--- src/pkg/fcs_pkg.sv ---
package fcs_pkg;
	// Clock and times
	localparam int CLK_MHZ        = 10;
	localparam int INIT_DLY_US    = 50;
	localparam int SLAVE_WAIT_US  = 250;
	localparam int POR_MS         = 16;
	localparam int INIT_DLY_CYC   = INIT_DLY_US * CLK_MHZ;
	localparam int SLAVE_WAIT_CYC = SLAVE_WAIT_US * CLK_MHZ;
	localparam int POR_CYC        = POR_MS * 1000 * CLK_MHZ;
	localparam int MODE_SETTLE    = 2;
	// Array geometry
	localparam int FRAMES         = 16;
	localparam int FRAME_BITS     = 16;
	localparam int LEN_BITS       = 24;
	localparam int ERR_BITS       = 4;
	localparam int RATE_BIT_IDX   = 2;
	localparam int FAST_FACTOR    = 8;
	localparam int SLOW_HALF_CYC  = 40;
	localparam int FAST_HALF_CYC  = SLOW_HALF_CYC / FAST_FACTOR;
	localparam logic [3:0] PREAMBLE  = 4'h2;
	localparam logic [3:0] ERR_FIELD = 4'h6;
	// Input synchroniser slots
	localparam int NSYNC    = 6;
	localparam int S_PROG   = 0;
	localparam int S_INIT   = 1;
	localparam int S_DONE   = 2;
	localparam int S_CFG_CLOCK   = 3;
	localparam int S_UCLK   = 4;
	localparam int S_DIN    = 5;
	// Registers
	localparam logic [11:0] OFS_CTRL   = 12'h000;
	localparam logic [11:0] OFS_STATUS = 12'h004;
	localparam logic [11:0] OFS_LENGTH = 12'h008;
	localparam logic [11:0] OFS_COUNT  = 12'h00C;
	localparam int CTL_DONE_TAP = 0;
	localparam int CTL_IO_TAP   = 2;
	localparam int CTL_GSR_TAP  = 4;
	localparam int CTL_USERCLK  = 6;
	localparam int CTL_SYNCDONE = 7;
	localparam logic [7:0] CTRL_RST = 8'h24;
	typedef enum {
		ST_CLEAR, ST_LAST_CLEAR, ST_INIT_WAIT, ST_INIT_DELAY, ST_MODE, ST_SETTLE,
		ST_CONFIG, ST_ERROR, ST_STARTUP
	} fcs_state_t;
	typedef enum {PH_HEAD, PH_LEN, PH_START, PH_DATA, PH_ERR, PH_DONE} fcs_phase_t;
endpackage

--- src/hdl/fcs_startup_ctrl.sv ---
`timescale 1ns/1ps
// Behaviour
// - Stay in memory clear while power-on delay runs or program is low.
// - After each clear pass, if both idle, clear once more then test hold pin.
// - Low-during-cfg and done low, high-during-cfg high until configured; hold low while clearing.
// - Release hold pin after last pass; master waits 50 us after seeing it high.
// - Two clocks after hold pin high, sample the three mode lines.
// - Preamble 0010 then 24-bit length count, captured as clock total.
// - After preamble and length pass on, hold chain output high.
// - Master runs slow clock until rate bit; fast rate is eight times faster.
// - Frame error stops loading and pulls hold pin low.
// - After own frames, chain output follows incoming data again.
// - Program low keeps clearing; on rise clear once more, then configure.
// - Program low forces hold output low.
// - External low on hold pin delays configuration until released.
// - Master waits a further 250 us after hold pin release.
// - Done, I/O activation and set/reset release ordered by selectable taps.
// - Default: done, then I/O one clock later, then set/reset.
// - Later stages clocked by configuration clock or user wake-up clock.
// - In done-synced modes an external low on done stalls start-up.
// - Start-up begins at memory full with count equal to length.
// - Next clock sets stage 0 of a 5-bit shift register; taps drive events.
// - Done line feeds stage 3 only in synced modes.
// - Clock counter counts from the very first configuration clock.
// - On mismatch master keeps clocking until counter wraps and matches.
module fcs_startup_ctrl #(
	parameter int POR_CYC = fcs_pkg::POR_CYC
) (
	input  wire logic        CLOCK,
	input  wire logic        NRST,
	input  wire logic        PSEL,
	input  wire logic        PENABLE,
	input  wire logic        PWRITE,
	input  wire logic [11:0] PADDR,
	input  wire logic [31:0] PWDATA,
	output logic      [31:0] PRDATA,
	output logic             PREADY,
	output logic             PSLVERR,
	input  wire logic        PROGRAM_N,
	input  wire logic [2:0]  MODE,
	input  wire logic        INIT_N_I,
	output logic             INIT_N_O,
	output logic             INIT_N_OE_N,
	input  wire logic        DONE_I,
	output logic             DONE_O,
	output logic             DONE_OE_N,
	input  wire logic        CFG_CLOCK_I,
	output logic             CFG_CLOCK_O,
	output logic             CFG_CLOCK_OE_N,
	input  wire logic        USER_WAKEUP_CLOCK,
	input  wire logic        DIN,
	output logic             DOUT,
	output logic             HIGH_DURING_CFG,
	output logic             LOW_DURING_CFG_N,
	output logic             IO_ACTIVE,
	output logic             GSR_ACTIVE
);
	// Pin synchronisers: three stages, a change counts when stages two and three agree
	logic [fcs_pkg::NSYNC-1:0] s1_q, s2_q, s3_q, flt_q;
	logic [fcs_pkg::NSYNC-1:0] pins;
	assign pins = {DIN, USER_WAKEUP_CLOCK, CFG_CLOCK_I, DONE_I, INIT_N_I, PROGRAM_N};
	genvar gi;
	generate
		for (gi = 0; gi < fcs_pkg::NSYNC; gi++) begin : g_sync
			always_ff @(posedge CLOCK or negedge NRST) begin
				if (!NRST) begin
					s1_q[gi]  <= 1'b1;
					s2_q[gi]  <= 1'b1;
					s3_q[gi]  <= 1'b1;
					flt_q[gi] <= 1'b1;
				end else begin
					s1_q[gi] <= pins[gi];
					s2_q[gi] <= s1_q[gi];
					s3_q[gi] <= s2_q[gi];
					if (s2_q[gi] == s3_q[gi]) flt_q[gi] <= s3_q[gi];
				end
			end
		end
	endgenerate

	logic prog_n, init_in, done_in, din;
	assign prog_n  = flt_q[fcs_pkg::S_PROG];
	assign init_in = flt_q[fcs_pkg::S_INIT];
	assign done_in = flt_q[fcs_pkg::S_DONE];
	assign din     = flt_q[fcs_pkg::S_DIN];

	// Edge finders on filtered clocks
	logic cfg_clock_old_q, uclk_old_q;
	always_ff @(posedge CLOCK or negedge NRST) begin
		if (!NRST) begin
			cfg_clock_old_q <= 1'b1;
			uclk_old_q <= 1'b1;
		end else begin
			cfg_clock_old_q <= flt_q[fcs_pkg::S_CFG_CLOCK];
			uclk_old_q <= flt_q[fcs_pkg::S_UCLK];
		end
	end

	fcs_pkg::fcs_state_t state_q, state_d;
	fcs_pkg::fcs_phase_t phase_q;
	logic [23:0] por_q;
	logic [15:0] dly_q;
	logic [7:0]  addr_q;
	logic        master_q;
	logic [2:0]  mode_q;
	logic        fast_q;
	logic [7:0]  div_q;
	logic        cfg_clock_q;
	logic [23:0] len_q, cnt_q;
	logic [3:0]  hdr_q;
	logic [7:0]  bit_q;
	logic [7:0]  frm_q;
	logic        err_q;
	logic        dout_q;
	logic [4:0]  st_q;
	logic [7:0]  ctrl_q;

	logic por_busy, pass_end, mem_full, len_match, run_clk;
	logic mst_tick, slv_tick, cfg_tick, usr_tick, stage_tick;
	logic [7:0] half_cyc;
	assign por_busy  = (por_q != 24'h000000);
	assign pass_end  = (addr_q == 8'(fcs_pkg::FRAMES - 1));
	assign mem_full  = (frm_q == 8'(fcs_pkg::FRAMES));
	assign len_match = mem_full && (cnt_q == len_q);
	// Master keeps clocking past memory full until start-up ends
	assign run_clk   = master_q && (state_q == fcs_pkg::ST_CONFIG
		|| state_q == fcs_pkg::ST_STARTUP) && !st_q[4];
	assign half_cyc  = fast_q ? 8'(fcs_pkg::FAST_HALF_CYC) : 8'(fcs_pkg::SLOW_HALF_CYC);
	assign mst_tick  = run_clk && !cfg_clock_q && (div_q == half_cyc - 8'h01);
	assign slv_tick  = !master_q && flt_q[fcs_pkg::S_CFG_CLOCK] && !cfg_clock_old_q;
	assign cfg_tick  = mst_tick || slv_tick;
	assign usr_tick  = flt_q[fcs_pkg::S_UCLK] && !uclk_old_q;
	assign stage_tick = ctrl_q[fcs_pkg::CTL_USERCLK] ? usr_tick : cfg_tick;

	// Sequencer
	always_comb begin
		state_d = state_q;
		unique case (state_q)
			fcs_pkg::ST_CLEAR: begin
				if (pass_end && !por_busy && prog_n) state_d = fcs_pkg::ST_LAST_CLEAR;
			end
			fcs_pkg::ST_LAST_CLEAR: begin
				if (pass_end) state_d = fcs_pkg::ST_INIT_WAIT;
			end
			fcs_pkg::ST_INIT_WAIT: begin
				if (init_in) state_d = master_q ? fcs_pkg::ST_INIT_DELAY : fcs_pkg::ST_MODE;
			end
			fcs_pkg::ST_INIT_DELAY: begin
				if (!init_in) state_d = fcs_pkg::ST_INIT_WAIT;
				else if (dly_q == 16'(fcs_pkg::INIT_DLY_CYC - 1)) state_d = fcs_pkg::ST_MODE;
			end
			fcs_pkg::ST_MODE: begin
				if (dly_q == 16'(fcs_pkg::MODE_SETTLE - 1)) state_d = fcs_pkg::ST_SETTLE;
			end
			fcs_pkg::ST_SETTLE: begin
				if (!master_q || dly_q == 16'(fcs_pkg::SLAVE_WAIT_CYC - 1))
					state_d = fcs_pkg::ST_CONFIG;
			end
			fcs_pkg::ST_CONFIG: begin
				if (err_q) state_d = fcs_pkg::ST_ERROR;
				else if (len_match) state_d = fcs_pkg::ST_STARTUP;
			end
			fcs_pkg::ST_ERROR: state_d = fcs_pkg::ST_ERROR;
			fcs_pkg::ST_STARTUP: state_d = fcs_pkg::ST_STARTUP;
		endcase
		if (!prog_n) state_d = fcs_pkg::ST_CLEAR;
	end

	always_ff @(posedge CLOCK or negedge NRST) begin
		if (!NRST) state_q <= fcs_pkg::ST_CLEAR;
		else state_q <= state_d;
	end

	// Power-on delay runs once after reset only
	always_ff @(posedge CLOCK or negedge NRST) begin
		if (!NRST) por_q <= 24'(POR_CYC);
		else if (por_busy) por_q <= por_q - 24'h000001;
	end

	// Frame clearing at one frame per internal clock
	always_ff @(posedge CLOCK or negedge NRST) begin
		if (!NRST) addr_q <= 8'h00;
		else if (state_q == fcs_pkg::ST_CLEAR || state_q == fcs_pkg::ST_LAST_CLEAR)
			addr_q <= pass_end ? 8'h00 : addr_q + 8'h01;
		else addr_q <= 8'h00;
	end

	always_ff @(posedge CLOCK or negedge NRST) begin
		if (!NRST) dly_q <= 16'h0000;
		else if (state_d != state_q) dly_q <= 16'h0000;
		else dly_q <= dly_q + 16'h0001;
	end

	// Mode capture; mode bit 0 low selects master
	always_ff @(posedge CLOCK or negedge NRST) begin
		if (!NRST) begin
			mode_q   <= 3'h7;
			master_q <= 1'b0;
		end else if (state_q == fcs_pkg::ST_MODE && state_d == fcs_pkg::ST_SETTLE) begin
			mode_q   <= MODE;
			master_q <= ~MODE[0];
		end
	end

	// Master clock divider
	always_ff @(posedge CLOCK or negedge NRST) begin
		if (!NRST) begin
			div_q  <= 8'h00;
			cfg_clock_q <= 1'b0;
		end else if (!run_clk) begin
			div_q  <= 8'h00;
			cfg_clock_q <= 1'b0;
		end else if (div_q >= half_cyc - 8'h01) begin
			div_q  <= 8'h00;
			cfg_clock_q <= ~cfg_clock_q;
		end else div_q <= div_q + 8'h01;
	end

	// Bitstream parser, one bit per configuration clock
	always_ff @(posedge CLOCK or negedge NRST) begin
		if (!NRST) begin
			phase_q <= fcs_pkg::PH_HEAD;
			hdr_q   <= 4'hF;
			len_q   <= 24'h000000;
			cnt_q   <= 24'h000000;
			bit_q   <= 8'h00;
			frm_q   <= 8'h00;
			err_q   <= 1'b0;
			fast_q  <= 1'b0;
		end else if (state_q != fcs_pkg::ST_CONFIG && state_q != fcs_pkg::ST_STARTUP) begin
			phase_q <= fcs_pkg::PH_HEAD;
			hdr_q   <= 4'hF;
			cnt_q   <= 24'h000000;
			bit_q   <= 8'h00;
			frm_q   <= 8'h00;
			fast_q  <= 1'b0;
			if (state_q != fcs_pkg::ST_ERROR) err_q <= 1'b0;
		end else if (cfg_tick && state_q == fcs_pkg::ST_CONFIG) begin
			cnt_q <= cnt_q + 24'h000001;
			unique case (phase_q)
				fcs_pkg::PH_HEAD: begin
					hdr_q <= {hdr_q[2:0], din};
					if ({hdr_q[2:0], din} == fcs_pkg::PREAMBLE) phase_q <= fcs_pkg::PH_LEN;
				end
				fcs_pkg::PH_LEN: begin
					len_q <= {len_q[22:0], din};
					bit_q <= bit_q + 8'h01;
					if (bit_q == 8'(fcs_pkg::LEN_BITS - 1)) begin
						bit_q   <= 8'h00;
						phase_q <= fcs_pkg::PH_START;
					end
				end
				fcs_pkg::PH_START: begin
					if (!din) phase_q <= fcs_pkg::PH_DATA;
				end
				fcs_pkg::PH_DATA: begin
					if (frm_q == 8'h00 && bit_q == 8'(fcs_pkg::RATE_BIT_IDX))
						fast_q <= din;
					bit_q <= bit_q + 8'h01;
					if (bit_q == 8'(fcs_pkg::FRAME_BITS - 1)) begin
						bit_q   <= 8'h00;
						phase_q <= fcs_pkg::PH_ERR;
					end
				end
				fcs_pkg::PH_ERR: begin
					hdr_q <= {hdr_q[2:0], din};
					bit_q <= bit_q + 8'h01;
					if (bit_q == 8'(fcs_pkg::ERR_BITS - 1)) begin
						bit_q <= 8'h00;
						if ({hdr_q[2:0], din} != fcs_pkg::ERR_FIELD) err_q <= 1'b1;
						frm_q   <= frm_q + 8'h01;
						phase_q <= (frm_q == 8'(fcs_pkg::FRAMES - 1)) ?
							fcs_pkg::PH_DONE : fcs_pkg::PH_START;
					end
				end
				fcs_pkg::PH_DONE: phase_q <= fcs_pkg::PH_DONE;
			endcase
		end
	end

	// Chain output: pass header, block own frames, then pass the rest
	always_ff @(posedge CLOCK or negedge NRST) begin
		if (!NRST) dout_q <= 1'b1;
		else if (phase_q == fcs_pkg::PH_HEAD || phase_q == fcs_pkg::PH_LEN
			|| phase_q == fcs_pkg::PH_DONE) dout_q <= din;
		else dout_q <= 1'b1;
	end

	// Start-up shift register; done gates stage 3 only when synced
	logic done_gate;
	assign done_gate = !ctrl_q[fcs_pkg::CTL_SYNCDONE] || done_in;
	always_ff @(posedge CLOCK or negedge NRST) begin
		if (!NRST) st_q <= 5'h00;
		else if (state_q != fcs_pkg::ST_STARTUP) st_q <= 5'h00;
		else begin
			if (cfg_tick) st_q[0] <= 1'b1;
			if (stage_tick) begin
				st_q[1] <= st_q[0];
				st_q[2] <= st_q[1];
				st_q[3] <= st_q[2] & done_gate;
				st_q[4] <= st_q[3];
			end
		end
	end

	// Tap field selects stage 1..4
	function automatic logic tap(input logic [4:0] s, input logic [1:0] sel);
		tap = s[3'(sel) + 3'h1];
	endfunction
	logic done_rel, io_on, gsr_off;
	assign done_rel = tap(st_q, ctrl_q[fcs_pkg::CTL_DONE_TAP +: 2]);
	assign io_on    = tap(st_q, ctrl_q[fcs_pkg::CTL_IO_TAP +: 2]);
	assign gsr_off  = tap(st_q, ctrl_q[fcs_pkg::CTL_GSR_TAP +: 2]);

	// Pin drive; open-drain outputs only ever pull low
	logic init_pull;
	assign init_pull = !prog_n || state_q == fcs_pkg::ST_CLEAR
		|| state_q == fcs_pkg::ST_LAST_CLEAR || state_q == fcs_pkg::ST_ERROR;
	always_ff @(posedge CLOCK or negedge NRST) begin
		if (!NRST) begin
			INIT_N_OE_N      <= 1'b0;
			DONE_OE_N        <= 1'b0;
			HIGH_DURING_CFG  <= 1'b1;
			LOW_DURING_CFG_N <= 1'b0;
			IO_ACTIVE        <= 1'b0;
			GSR_ACTIVE       <= 1'b1;
			CFG_CLOCK_OE_N   <= 1'b1;
			CFG_CLOCK_O      <= 1'b0;
			DOUT             <= 1'b1;
		end else begin
			INIT_N_OE_N      <= !init_pull;
			DONE_OE_N        <= done_rel;
			HIGH_DURING_CFG  <= !done_rel;
			LOW_DURING_CFG_N <= done_rel;
			IO_ACTIVE        <= io_on;
			GSR_ACTIVE       <= !gsr_off;
			CFG_CLOCK_OE_N   <= !(master_q && (state_q == fcs_pkg::ST_CONFIG
				|| state_q == fcs_pkg::ST_STARTUP));
			CFG_CLOCK_O      <= cfg_clock_q;
			DOUT             <= dout_q;
		end
	end
	assign INIT_N_O = 1'b0;
	assign DONE_O   = 1'b0;

	// APB slave: zero wait states, read data latched in the setup cycle
	logic        setup, wr_en, hit;
	logic [31:0] rdata;
	assign setup = PSEL && !PENABLE;
	assign hit   = PADDR == fcs_pkg::OFS_CTRL || PADDR == fcs_pkg::OFS_STATUS
		|| PADDR == fcs_pkg::OFS_LENGTH || PADDR == fcs_pkg::OFS_COUNT;
	assign wr_en = PSEL && PENABLE && PWRITE && PADDR == fcs_pkg::OFS_CTRL;
	assign rdata = (PADDR == fcs_pkg::OFS_CTRL)   ? {24'h000000, ctrl_q} :
		(PADDR == fcs_pkg::OFS_STATUS) ? {12'h000, st_q, mode_q, master_q, fast_q,
			err_q, mem_full, 4'(state_q), 4'(phase_q)} :
		(PADDR == fcs_pkg::OFS_LENGTH) ? {8'h00, len_q} :
		(PADDR == fcs_pkg::OFS_COUNT)  ? {8'h00, cnt_q} : 32'h00000000;
	assign PREADY = 1'b1;
	always_ff @(posedge CLOCK or negedge NRST) begin
		if (!NRST) begin
			PRDATA  <= 32'h00000000;
			PSLVERR <= 1'b0;
		end else if (setup) begin
			PRDATA  <= PWRITE ? 32'h00000000 : rdata;
			PSLVERR <= !hit;
		end
	end
	// Option changes land in any state but start-up to keep start-up coherent
	always_ff @(posedge CLOCK or negedge NRST) begin
		if (!NRST) ctrl_q <= fcs_pkg::CTRL_RST;
		else if (wr_en && state_q != fcs_pkg::ST_STARTUP) ctrl_q <= PWDATA[7:0];
	end
endmodule // fcs_startup_ctrl

--- config.mk ---
export PLATFORM = sky130hd
export DESIGN_NAME = fcs_startup_ctrl
export DESIGN_NICKNAME = d
export VERILOG_FILES = /design/src/pkg/fcs_pkg.sv /design/src/hdl/fcs_startup_ctrl.sv
export SDC_FILE = /design/constraint.sdc
export NUM_CORES = 1
export LEC_CHECK = 0
export BUFFER_PORTS_ARGS = -buffer_cell sky130_fd_sc_hd__buf_2
export CORE_MARGIN = 3
export CORE_UTILIZATION = 54
export DETAILED_ROUTE_END_ITERATION = 8
export GPL_TIMING_DRIVEN = 0
export PLACE_DENSITY_LB_ADDON = 0.1
export SLEW_MARGIN = 20
export SYNTH_ARGS = -nofsm -noshare
export SYNTH_HDL_FRONTEND = slang
export SYNTH_SLANG_ARGS = --single-unit
--- constraint.sdc ---
create_clock -name CLOCK -period 2.6 [get_ports CLOCK]
set_input_delay 0.26 -clock CLOCK [delete_from_list [all_inputs] [get_ports CLOCK]]
set_output_delay 0.26 -clock CLOCK [all_outputs]
set_load 0.03 [all_outputs]
# Word level (Yosys, flattened, before mapping)
# Cells that the tools add are included.
# word_totals
ff_bits	275
in_bits	58
word_cells	271
output_inout_bits	45
rom_bits	0
n_memories	0
ram_bits	0
latch_bits	0
# op_classes
eq_ne	55
mul	0
reduce_logical	71
magnitude_cmp	4
div_mod_pow	0
shifts	0
n_addsub	11
n_mux	70
bitwise_logic	4
# ops
operator	n
two-way mux 32 bit	17
case mux 32 bit (9 select lines)	1
== test 32 x 2 -> 1 bit (second input constant)	6
== test 32 x 3 -> 1 bit (second input constant)	6
== test 32 x 4 -> 1 bit (second input constant)	6
case mux 32 bit (6 select lines)	1
two-way mux 24 bit	7
logical NOT 32 bit	4
two-way mux 8 bit	13
== test 32 x 1 -> 1 bit (second input constant)	2
!= test 32 x 4 -> 1 bit (second input constant)	2
adder 8 x 1 -> 8 bit (second input constant)	4
== test 32 x 5 -> 1 bit (second input constant)	1
!= test 32 bit	1
!= test 32 x 5 -> 1 bit (second input constant)	1
adder 24 x 1 -> 24 bit (second input constant)	1
== test 12 x 4 -> 1 bit (second input constant)	2
== test 24 bit	1
== test 8 x 4 -> 1 bit (second input constant)	3
case mux 8 bit (3 select lines)	1
nonzero test 24 bit	1
subtractor 24 x 1 -> 24 bit (second input constant)	1
logical AND 1 bit	19
two-way mux 1 bit	18
36 further kinds	96

# Longest topological paths before layout
# Gate-level depths: netlist of the first run.
# logic_depth
depth_word	10
ltp_mapped	10
depth_no_buf	9

# Least setup slack after synthesis of the first run
# No wires, ideal clock.
# synth_path
path_kind	register to register
startpoint	register por_q[0]
endpoint	register dly_q[10]
synth_period_minus_slack_ns	2.556
slack_ns	0.044
setup_time_ns	0.123
arrival_time_ns	2.433
t_required_ns	2.477
stages_incl_launch_ff	11
path_buffers	1
path_cell_list	dfrtp_1 -> inv_1 -> ha_1 -> or4b_1 -> nor4_4 -> nand4_1 -> a21o_1 -> nand2_2 -> o21a_1 -> buf_4 -> nor4_2
# synth_via
elab_chain_cells	9
# synth_lines
element	line_no	rtl
start: declaration	fcs_startup_ctrl.sv:101	logic [23:0] por_q;
start signal: assignment	fcs_startup_ctrl.sv:176	if (!NRST) por_q <= 24'(POR_CYC);
start signal: assignment	fcs_startup_ctrl.sv:177	else if (por_busy) por_q <= por_q - 24'h000001;
nonzero test 24 bit	fcs_startup_ctrl.sv:121	assign por_busy = (por_q != 24'h000000);
logical NOT 1 bit	fcs_startup_ctrl.sv:140	if (pass_end && !por_busy && prog_n) state_d = fcs_pkg::ST_LAST_CLEAR;
logical AND 1 bit (2 in a row)	fcs_startup_ctrl.sv:140	
two-way mux 32 bit	fcs_startup_ctrl.sv:140	
case mux 32 bit (9 select lines)	fcs_startup_ctrl.sv:138	unique case (state_q)
two-way mux 32 bit	fcs_startup_ctrl.sv:166	if (!prog_n) state_d = fcs_pkg::ST_CLEAR;
!= test 32 bit	fcs_startup_ctrl.sv:190	else if (state_d != state_q) dly_q <= 16'h0000;
two-way mux 16 bit	fcs_startup_ctrl.sv:190	
end signal: assignment	fcs_startup_ctrl.sv:191	else dly_q <= dly_q + 16'h0001;
end: declaration	fcs_startup_ctrl.sv:102	logic [15:0] dly_q;
# No other way between the ends.
# A chain may end at the register's enable or synchronous reset.

# Worst setup path in the final report of the first run
# layout_path
startpoint	register state_q[0]
endpoint	register dly_q[8]
# layout_via
elab_chain_cells	6
word_cells_on_any_way	22
cone_classes	9 x eq/ne; 12 x mux; 1 x reduce/logical
# layout_lines
element	line_no	rtl
start: declaration	fcs_startup_ctrl.sv:99	fcs_pkg::fcs_state_t state_q, state_d;
start signal: assignment	fcs_startup_ctrl.sv:170	if (!NRST) state_q <= fcs_pkg::ST_CLEAR;
start signal: assignment	fcs_startup_ctrl.sv:171	else state_q <= state_d;
branches (longest 4 deep; another with == test 32 x 4 -> 1 bit)	-	
!= test 32 bit (*)	fcs_startup_ctrl.sv:190	
two-way mux 16 bit (*)	fcs_startup_ctrl.sv:190	
# Every way passes the cells marked *.

==> summary.md, run 1 <==
| Metric | Value |
|---|---|
| Result of the run | `complete, but fails checks` |
| Violations in the final reports | `negative setup slack` |
| Post-synthesis instance area | `11790 µm²` |
| WL met3 | `around 1600 µm` |
| R2R setup slack | `-0.10 ns` |
| H-Tree Depth | `1` |
| Core outline area | `21220 µm²` |
| Clock transition at path regs | `0.06 ns` |
| Total Routing Usage GR | `0.2380` |
| Share of post-route cells with drive strength above 1 | `0.2851` |
| Final setup TNS | `-0.9662 ns` |
| Worst r2r src | `state_q[0]` |
| F_max | `0.3703 GHz` |
| Maximum VDD drop | `between 0.5 and 0.6 mV` |
| Internal power component | `7.108 mW` |
| Area fraction of the dominant cell type after synthesis | `0.4118` |
| Share of total power in sequential cells | `0.407` |
| Largest net degree at the start of global routing | `99` |
| Worst setup timing slack at the placement stage | `-0.7733 ns` |
| Maximum fanout count along the critical path | `10` |
| Total clock buffers created by CTS | `26` |
| Count of different cell masters after synthesis | `83` |
| FF-to-FF End | `dly_q[8]` |
| Hold violation total from the final report | `0` |
| Instance count of the mapped netlist | `1109` |
| Die Y | `153.7 µm` |
| Switching Power | `2.739 mW` |
| Final Cycle Share | `1.039` |
| Layout Area Growth over Synthesis | `24.85%` |
| Rows | `53` |
| Worst min-delay path startpoint | `PWDATA[6]` |
| Critical path origin | `state_q[0]` |
| Total met2 wirelength after detailed routing | `13450 µm` |
| Top_reg_cell synth | `sky130_fd_sc_hd__dfrtp_1` |
| FF+latch count, synth | `238` |
| Last weighted congestion value of the routability-driven placer | `0.8703` |
| Routed length per placed instance | `18.53 µm` |
| Horiz. Die Dim | `approximately 150 µm` |
| Kind of start point of the critical path | `flop` |
| Number of filler cells placed in the layout | `1602` |
| Top Layer Used | `met4` |
| Port bufs | `65` |
| Class of the tightest hold or removal check | `primary input to flop` |
| Number of global-route vias before repair | `8763` |
| Final WL | `29140 µm` |
| EDFF count, synth | `0` |
| Remaining global-route overflow | `0` |
| Setup skew after layout | `between 0.008 and 0.009 ns` |
| Share of power burned in the clock network | `0.391` |
| Number of setup violations in the final report | `12` |
| Sequential share of the synthesized area | `0.5099` |
| Worst setup path end | `dly_q[8]` |
| Placed cells | `between 1k and 1.5k` |
| Nets | `1353` |
| Initial Util | `0.5555` |
| Latest clock arrival within the worst-skew pair | `about 0.52 ns` |
| First DRT Iteration DRCs | `644` |
| Estimated wirelength of the detail-placed design | `19480 µm` |
| Final period demand of the worst path | `2.700 ns` |
| Slew @ Worst Pin | `a little under 1 ns` |
| Wire length of the first global-routing pass | `approximately 47000 µm` |
| Number of primary I/O pins | `103` |
| MaxCap Viol Count | `0` |
| Initial DRT Pass Iterations | `5` |
| Slew Limit Fails | `0` |
| Endpoint arrival time on the critical path | `3.13 ns` |
| Static leakage power | `6.914 nW` |
| Maximum clock path buffer count | `3` |
| Number of vias in the routed layout | `9066` |
| Unrepaired setup endpoints after global routing | `yes` |
| Total number of yosys warnings | `0` |
| TritonCTS clock tree | `built` |
| Fin worst setup slack | `-0.1002 ns` |
| Max_slew headroom | `0.3500` |
| Average size of a mapped cell | `10.63 µm²` |
| Non-Filler Instances | `1573` |
| Hold Worst Slack | `around 0.019 ns` |
| Async S/R FF share, synth | `1.000` |
| Buffer cell driving the clock tree root | `sky130_fd_sc_hd__clkbuf_16` |
| Power density relative to cell area | `669.1 nW/µm²` |
| Cells taking the most area after synthesis | `sky130_fd_sc_hd__dfrtp_1 41%, sky130_fd_sc_hd__dfstp_2 9.8%, sky130_fd_sc_hd__xor2_1 3.5%` |
| Met1 wire length | `~14000 µm` |
| Critical path type | `flop to flop` |
| Post-layout total power | `9.847 mW` |
| DIE AREA | `23640 µm²` |
| Total number of clock tree sinks | `238` |
| Via-to-Cell Ratio | `5.764` |
| Number of antenna diodes | `0` |
| Total DRC errors in the routed layout | `0` |
| Critical path data required time | `3.03 ns` |
| Worst-case reg-to-reg path depth | `10` |
| Relative contribution of combinational cells to total power | `0.203` |
| Number of antenna violations at the first check in global routing | `0` |
| Type of destination of the critical path | `flop` |
| Largest area contributor in the synthesized netlist | `sky130_fd_sc_hd__dfrtp_1` |
| Remaining number of nets flagged by the antenna check after routing | `0` |
| Fraction of power spent switching nets | `0.2782` |
[worst min path at each step]
stage          slack (ns)  cells after the start           to
2_1_floorplan       -0.04                      0  CFG_CLOCK_O
3_3_place_gp         0.35                      0      s2_q[4]
3_5_place_dp         0.22                      1    dly_q[13]
4_1_cts              0.01                      2    ctrl_q[6]
5_1_grt              0.03                      2    ctrl_q[6]
6_report             0.02                      2    ctrl_q[6]
[cells in the final DEF (no fill, tap or decap), types with 28 or more instances in the layout]
| master | count |
|---|---|
| sky130_fd_sc_hd__xor2_1 | 47 |
| sky130_fd_sc_hd__o21ai_0 | 42 |
| sky130_fd_sc_hd__dfstp_2 | 44 |
| sky130_fd_sc_hd__xnor2_1 | 44 |
| sky130_fd_sc_hd__nor2_1 | 73 |
| sky130_fd_sc_hd__nand3_1 | 31 |
| sky130_fd_sc_hd__clkbuf_1 | 30 |
| sky130_fd_sc_hd__and3_1 | 44 |
| sky130_fd_sc_hd__inv_1 | 44 |
| sky130_fd_sc_hd__dfrtp_1 | 192 |
| sky130_fd_sc_hd__clkbuf_16 | 30 |
| sky130_fd_sc_hd__nand2_1 | 79 |
| sky130_fd_sc_hd__mux2_2 | 36 |
| sky130_fd_sc_hd__buf_4 | 48 |
| sky130_fd_sc_hd__buf_2 | 66 |
| sky130_fd_sc_hd__nor3_1 | 28 |
[worst max-delay path, cell delays in order (launching register included)]
cell	delay, ns
sky130_fd_sc_hd__dfrtp_1	0.47
sky130_fd_sc_hd__clkbuf_1	0.48
sky130_fd_sc_hd__nand4b_1	0.19
sky130_fd_sc_hd__o22ai_1	0.09
sky130_fd_sc_hd__nor4_2	0.23
sky130_fd_sc_hd__nand4_1	0.22
sky130_fd_sc_hd__nand4b_1	0.17
sky130_fd_sc_hd__nand3_2	0.17
sky130_fd_sc_hd__buf_6	0.18
sky130_fd_sc_hd__buf_16	0.13
sky130_fd_sc_hd__nor4_2	0.27
[final cells by class]
class                      instances  area (µm²)  share of cell area
buffer                            59       364.1             0.02474
clock buffer                      40       824.5             0.05603
clock inverter                     8       92.59            0.006291
inverter                          48       180.2             0.01224
multi-input combinational        771        5834              0.3964
sequential                       238        6013              0.4086
tap                              275       344.1             0.02338
timing repair buffer             134        1064             0.07227
[routing by layer]
layer / vias to the layer above / global-route usage
met5: - / 0
met4: 0 / 0.04920
met3: 41 / 0.03349
met2: 232 / 0.3748
met1: 4499 / 0.3565
li1: 4294 / -
[state kept, by name (all words and copies together) (netlist names), 5 cells and up]
name	cells
PRDATA	24
addr_q	8
bit_q	8
cnt_q	24
ctrl_q	8
div_q	8
dly_q	16
frm_q	8
len_q	24
por_q	24
s1_q	6
s2_q	6
s3_q	6
st_q	5
state_q	32
[stage by stage]
step	util	instance area (µm²)
CTS	0.6689	14190
global placement	0.5888	12490
detailed placement	0.5919	12560
floorplan	-	11830
finish	0.6935	14720
global route	0.6935	14720
[power by group through the flow]
stage / sequential (mW) / clock, mW / combinational, mW
2_1_floorplan: 4.05 / 0 / 1.05
3_3_place_gp: 4.06 / 0 / 1.46
3_5_place_dp: 4.06 / 0 / 1.50
4_1_cts: 4.00 / 3.93 / 1.91
5_1_grt: 4.02 / 4.06 / 2.16
6_report: 4.00 / 3.85 / 2.00
[kinds of logic (layout without fill, tap and decap cells)]
logic type / count (synthesis) / count (layout) / share of synthesized area
fa+ha+maj: 23 / 23 / 0.02314
buf+inv: 110 / 289 / 0.04256
simple gates: 429 / 429 / 0.2078
mux: 66 / 66 / 0.06305
xor+xnor: 91 / 91 / 0.06761
flops: 238 / 238 / 0.5099
other cells: 2 / 12 / 0.0006371
compound gates: 150 / 150 / 0.08524
[synthesized netlist by cell type (26+ instances only)]
master and n:
sky130_fd_sc_hd__nor3_1 35, sky130_fd_sc_hd__o21ai_0 48, sky130_fd_sc_hd__inv_1 47, sky130_fd_sc_hd__clkbuf_1 34
sky130_fd_sc_hd__xor2_1 47, sky130_fd_sc_hd__a21oi_1 26, sky130_fd_sc_hd__nand2_1 79, sky130_fd_sc_hd__nand3_1 34
sky130_fd_sc_hd__nor2_1 76, sky130_fd_sc_hd__mux2i_1 27, sky130_fd_sc_hd__dfstp_2 44, sky130_fd_sc_hd__dfrtp_1 194
sky130_fd_sc_hd__mux2_2 36, sky130_fd_sc_hd__and3_1 44, sky130_fd_sc_hd__xnor2_1 44, sky130_fd_sc_hd__nor4_1 42
[repair_timing]
| action | in CTS | in global routing |
|---|---|---|
| setup buffers | 31 | 17 |
| pin swaps | 20 | 32 |
| setup endpoints to repair | 121 | 117 |
| gates resized for setup | 56 | 67 |
| hold buffers | 17 | 0 |
| hold endpoints to repair | 65 | 0 |
| cloned | 2 | 3 |
Power figures use the tool's default switching activity.
==> run 2, diff against run 1 <==
--- a/config.mk
+++ b/config.mk
@@ -11,5 +11,7 @@
 export DETAILED_ROUTE_END_ITERATION = 8
 export GPL_TIMING_DRIVEN = 0
+export HOLD_SLACK_MARGIN = 0.12
 export PLACE_DENSITY_LB_ADDON = 0.1
+export SKIP_CTS_REPAIR_TIMING = 1
 export SLEW_MARGIN = 20
 export SYNTH_ARGS = -nofsm -noshare
==> constraint.sdc (replaced) <==
create_clock -name CLOCK -period 2.6 [get_ports CLOCK]
set_input_delay 0.26 -clock CLOCK [delete_from_list [all_inputs] [get_ports CLOCK]]
set_output_delay 0.26 -clock CLOCK [all_outputs]
set_load 0.01 [all_outputs]
==> run 2 against run 1 <==
Net effect: the run still ends with negative setup slack left; non-clock buffer count fell by 7; clock skew rose by 0.0034 ns; maximum frequency fell by 0.56%; combinational power fell by 7%; sequential cell count did not move; largest cell class unchanged.
==> summary.md, run 2 (synthesis results as in run 1) <==
| Metric | Value |
|---|---|
| Total number of clock tree sinks | `238 (unchanged)` |
| Via-to-Cell Ratio | `5.811 (+0.82%)` |
| Commonest non-fill, non-tap cell in the layout | `sky130_fd_sc_hd__dfrtp_1` |
| Number of setup violations in the final report | `19 (+7)` |
| Rows | `53 (unchanged)` |
| Critical path data required time | `3.00 ns (-0.03 ns)` |
| Number of filler cells placed in the layout | `1617 (+0.94%)` |
| Routed length per placed instance | `18.56 µm (+0.17%)` |
| Final design area excluding fillers | `14600 µm² (-0.77%)` |
| Estimated wirelength of the detail-placed design | `19480 µm (unchanged)` |
| Final Cycle Share | `1.044 (+0.005891)` |
| Initial DRT Pass Iterations | `6 (+1)` |
| H-Tree Depth | `1 (unchanged)` |
| Number of antenna violations at the first check in global routing | `0 (unchanged)` |
| DIE AREA | `23640 µm² (unchanged)` |
| Static leakage power | `6.815 nW (-1.4%)` |
| Biggest register | `state_q` |
| Final WL | `29060 µm (-0.27%)` |
| Flip-flop count of the largest register, all copies and words added | `32 (unchanged)` |
| Wire length of the first global-routing pass | `44630 µm (-4.0%)` |
| Slew @ Worst Pin | `0.8578 ns (-0.1148 ns)` |
| Buffer cell driving the clock tree root | `sky130_fd_sc_hd__clkbuf_16` |
| Initial Util | `0.5555 (unchanged)` |
| Most frequent cells in the layout | `192 x sky130_fd_sc_hd__dfrtp_1, 79 x sky130_fd_sc_hd__nand2_1, 73 x sky130_fd_sc_hd__nor2_1` |
| Max_slew headroom | `0.4268 (+0.07671)` |
| Nets | `1346 (-0.52%)` |
| Power density relative to cell area | `666.4 nW/µm² (-0.41%)` |
| Clock transition at path regs | `0.06 ns (about the same)` |
| Last weighted congestion value of the routability-driven placer | `0.8703 (unchanged)` |
| Maximum clock path buffer count | `3 (unchanged)` |
| Worst setup timing slack at the placement stage | `-0.7733 ns (unchanged)` |
| Relative contribution of combinational cells to total power | `0.193 (-0.010)` |
| Result of the run | `complete, but fails checks` |
| Critical path type | `flop to flop` |
| Cell-by-cell listing of the critical path | `inv_2, ha_4, or4b_4, nor4_4, a31oi_2, a221oi_2, o31ai_1, nand3_2, buf_12, nor4_4` |
| Non-Filler Instances | `1566 (-0.45%)` |
| CP max stage cell | `sky130_fd_sc_hd__or4b_4` |
| Number of buffer and inverter stages on the critical path | `2 (-1)` |
| Type of destination of the critical path | `flop` |
| Fin worst setup slack | `-0.1155 ns (-0.01532 ns)` |
| TritonCTS clock tree | `built` |
| Share of power burned in the clock network | `0.396 (+0.005)` |
| Horiz. Die Dim | `153.7 µm (unchanged)` |
| Maximum fanout count along the critical path | `10 (unchanged)` |
| First DRT Iteration DRCs | `671 (+4.2%)` |
| Number of primary I/O pins | `103 (unchanged)` |
| Placed cells | `1461 (unchanged)` |
| Class of the tightest hold or removal check | `primary input to flop` |
| Violations in the final reports | `negative setup slack` |
| Most used cell along the critical path | `sky130_fd_sc_hd__nor4_4` |
| Share of total power in sequential cells | `0.412 (+0.005)` |
| Total clock buffers created by CTS | `26 (unchanged)` |
| Hold Worst Slack | `0.1677 ns (+0.1487 ns)` |
| Final period demand of the worst path | `2.716 ns (+0.01532 ns)` |
| Slew Limit Fails | `0 (unchanged)` |
| Total DRC errors in the routed layout | `0 (unchanged)` |
| Latest clock arrival within the worst-skew pair | `0.53 ns (about the same)` |
| Remaining number of nets flagged by the antenna check after routing | `0 (unchanged)` |
| Area of placed instances | `12560 µm² (unchanged)` |
| Number of vias in the routed layout | `9100 (+0.38%)` |
| Die Y | `153.7 µm (unchanged)` |
| Setup skew after layout | `0.01208 ns (+0.003372 ns)` |
| R2R setup slack | `-0.12 ns (-0.02 ns)` |
| Switching Power | `2.741 mW (about the same)` |
| Number of antenna diodes | `0 (unchanged)` |
| Largest net degree at the start of global routing | `99 (unchanged)` |
| Total Routing Usage GR | `0.2280 (-0.009918)` |
| F_max | `0.3683 GHz (-0.56%)` |
| Internal power component | `6.991 mW (-1.7%)` |
| Hold violation total from the final report | `0 (unchanged)` |
| Number of global-route vias before repair | `8304 (-5.2%)` |
| Endpoint arrival time on the critical path | `3.11 ns (-0.02 ns)` |
| MaxCap Viol Count | `0 (unchanged)` |
| Stage delay of the slowest cell on the critical path | `0.50 ns (+0.02 ns)` |
| Kind of start point of the critical path | `flop` |
| Port bufs | `65 (unchanged)` |
| Share of post-route cells with drive strength above 1 | `0.2773 (-0.007750)` |
| Maximum VDD drop | `0.5003 mV (-0.23%)` |
| Crit path max-delay family | `simple AND/OR/NAND/NOR gates` |
| Core outline area | `21220 µm² (unchanged)` |
| Fraction of power spent switching nets | `0.2817 (+0.003507)` |
| Remaining global-route overflow | `0 (unchanged)` |
| Unrepaired setup endpoints after global routing | `yes` |
| Layout Area Growth over Synthesis | `23.89%` |
==> run 2: layout make-up <==
cell class | count | area, µm² | share of cell area
clock inverters | 8 | 92.59 | 0.006340
well taps | 275 | 344.1 | 0.02356
repair buffers | 128 | 960.9 | 0.06580
plain buffers | 58 | 370.4 | 0.02536
multi-input cells | 771 | 5818 | 0.3984
flip-flops and latches | 238 | 6013 | 0.4118
inverters | 48 | 180.2 | 0.01234
clock buffers | 40 | 824.5 | 0.05646
==> run 2: stage by stage <==
step,setup TNS (ns),util,total power [mW]
detailed placement,-43.01,0.5919,5.530
finish,-1.440,0.6882,9.732
CTS,-46.67,0.6351,9.407
floorplan,0,-,5.075
global route,-7.868,0.6882,10.11
global placement,-672.57,0.5888,5.493
==> run 2: routing by layer <==
| layer | vias up | global-route usage | share of wire |
|---|---|---|---|
| met5 | - | 0 | 0 |
| met1 | 4508 | 0.3533 | 0.47 |
| met3 | 39 | 0.03434 | 0.056 |
| met2 | 268 | 0.3470 | 0.46 |
| li1 | 4285 | - | - |
| met4 | 0 | 0.04205 | 0.017 |
==> run 2: path summary, 6_finish.rpt <==
path / from / to / cells after the start
max: por_q[0] / dly_q[13] / 10
min: PWRITE / PRDATA[9] / 4
max reg2reg: por_q[0] / dly_q[13] / 10
min reg2reg: s1_q[1] / s2_q[1] / 0
max in group asynchronous: NRST / s2_q[3] / 3
min in group asynchronous: NRST / dly_q[13] / 2
==> run 2: power groups by stage <==
stage / registers [mW] / logic, mW / clock network, mW
2_1_floorplan: 4.04 / 1.04 / 0
3_3_place_gp: 4.06 / 1.44 / 0
3_5_place_dp: 4.06 / 1.47 / 0
4_1_cts: 4.00 / 1.48 / 3.93
5_1_grt: 4.02 / 2.01 / 4.07
6_report: 4.00 / 1.87 / 3.85
==> run 2: worst reg2reg max path: stages (launching register included) <==
cell and delay (ns):
sky130_fd_sc_hd__dfrtp_1 0.40, sky130_fd_sc_hd__inv_2 0.08, sky130_fd_sc_hd__ha_4 0.13, sky130_fd_sc_hd__or4b_4 0.50
sky130_fd_sc_hd__nor4_4 0.46, sky130_fd_sc_hd__a31oi_2 0.19, sky130_fd_sc_hd__a221oi_2 0.26, sky130_fd_sc_hd__o31ai_1 0.12
sky130_fd_sc_hd__nand3_2 0.19, sky130_fd_sc_hd__buf_12 0.20, sky130_fd_sc_hd__nor4_4 0.06
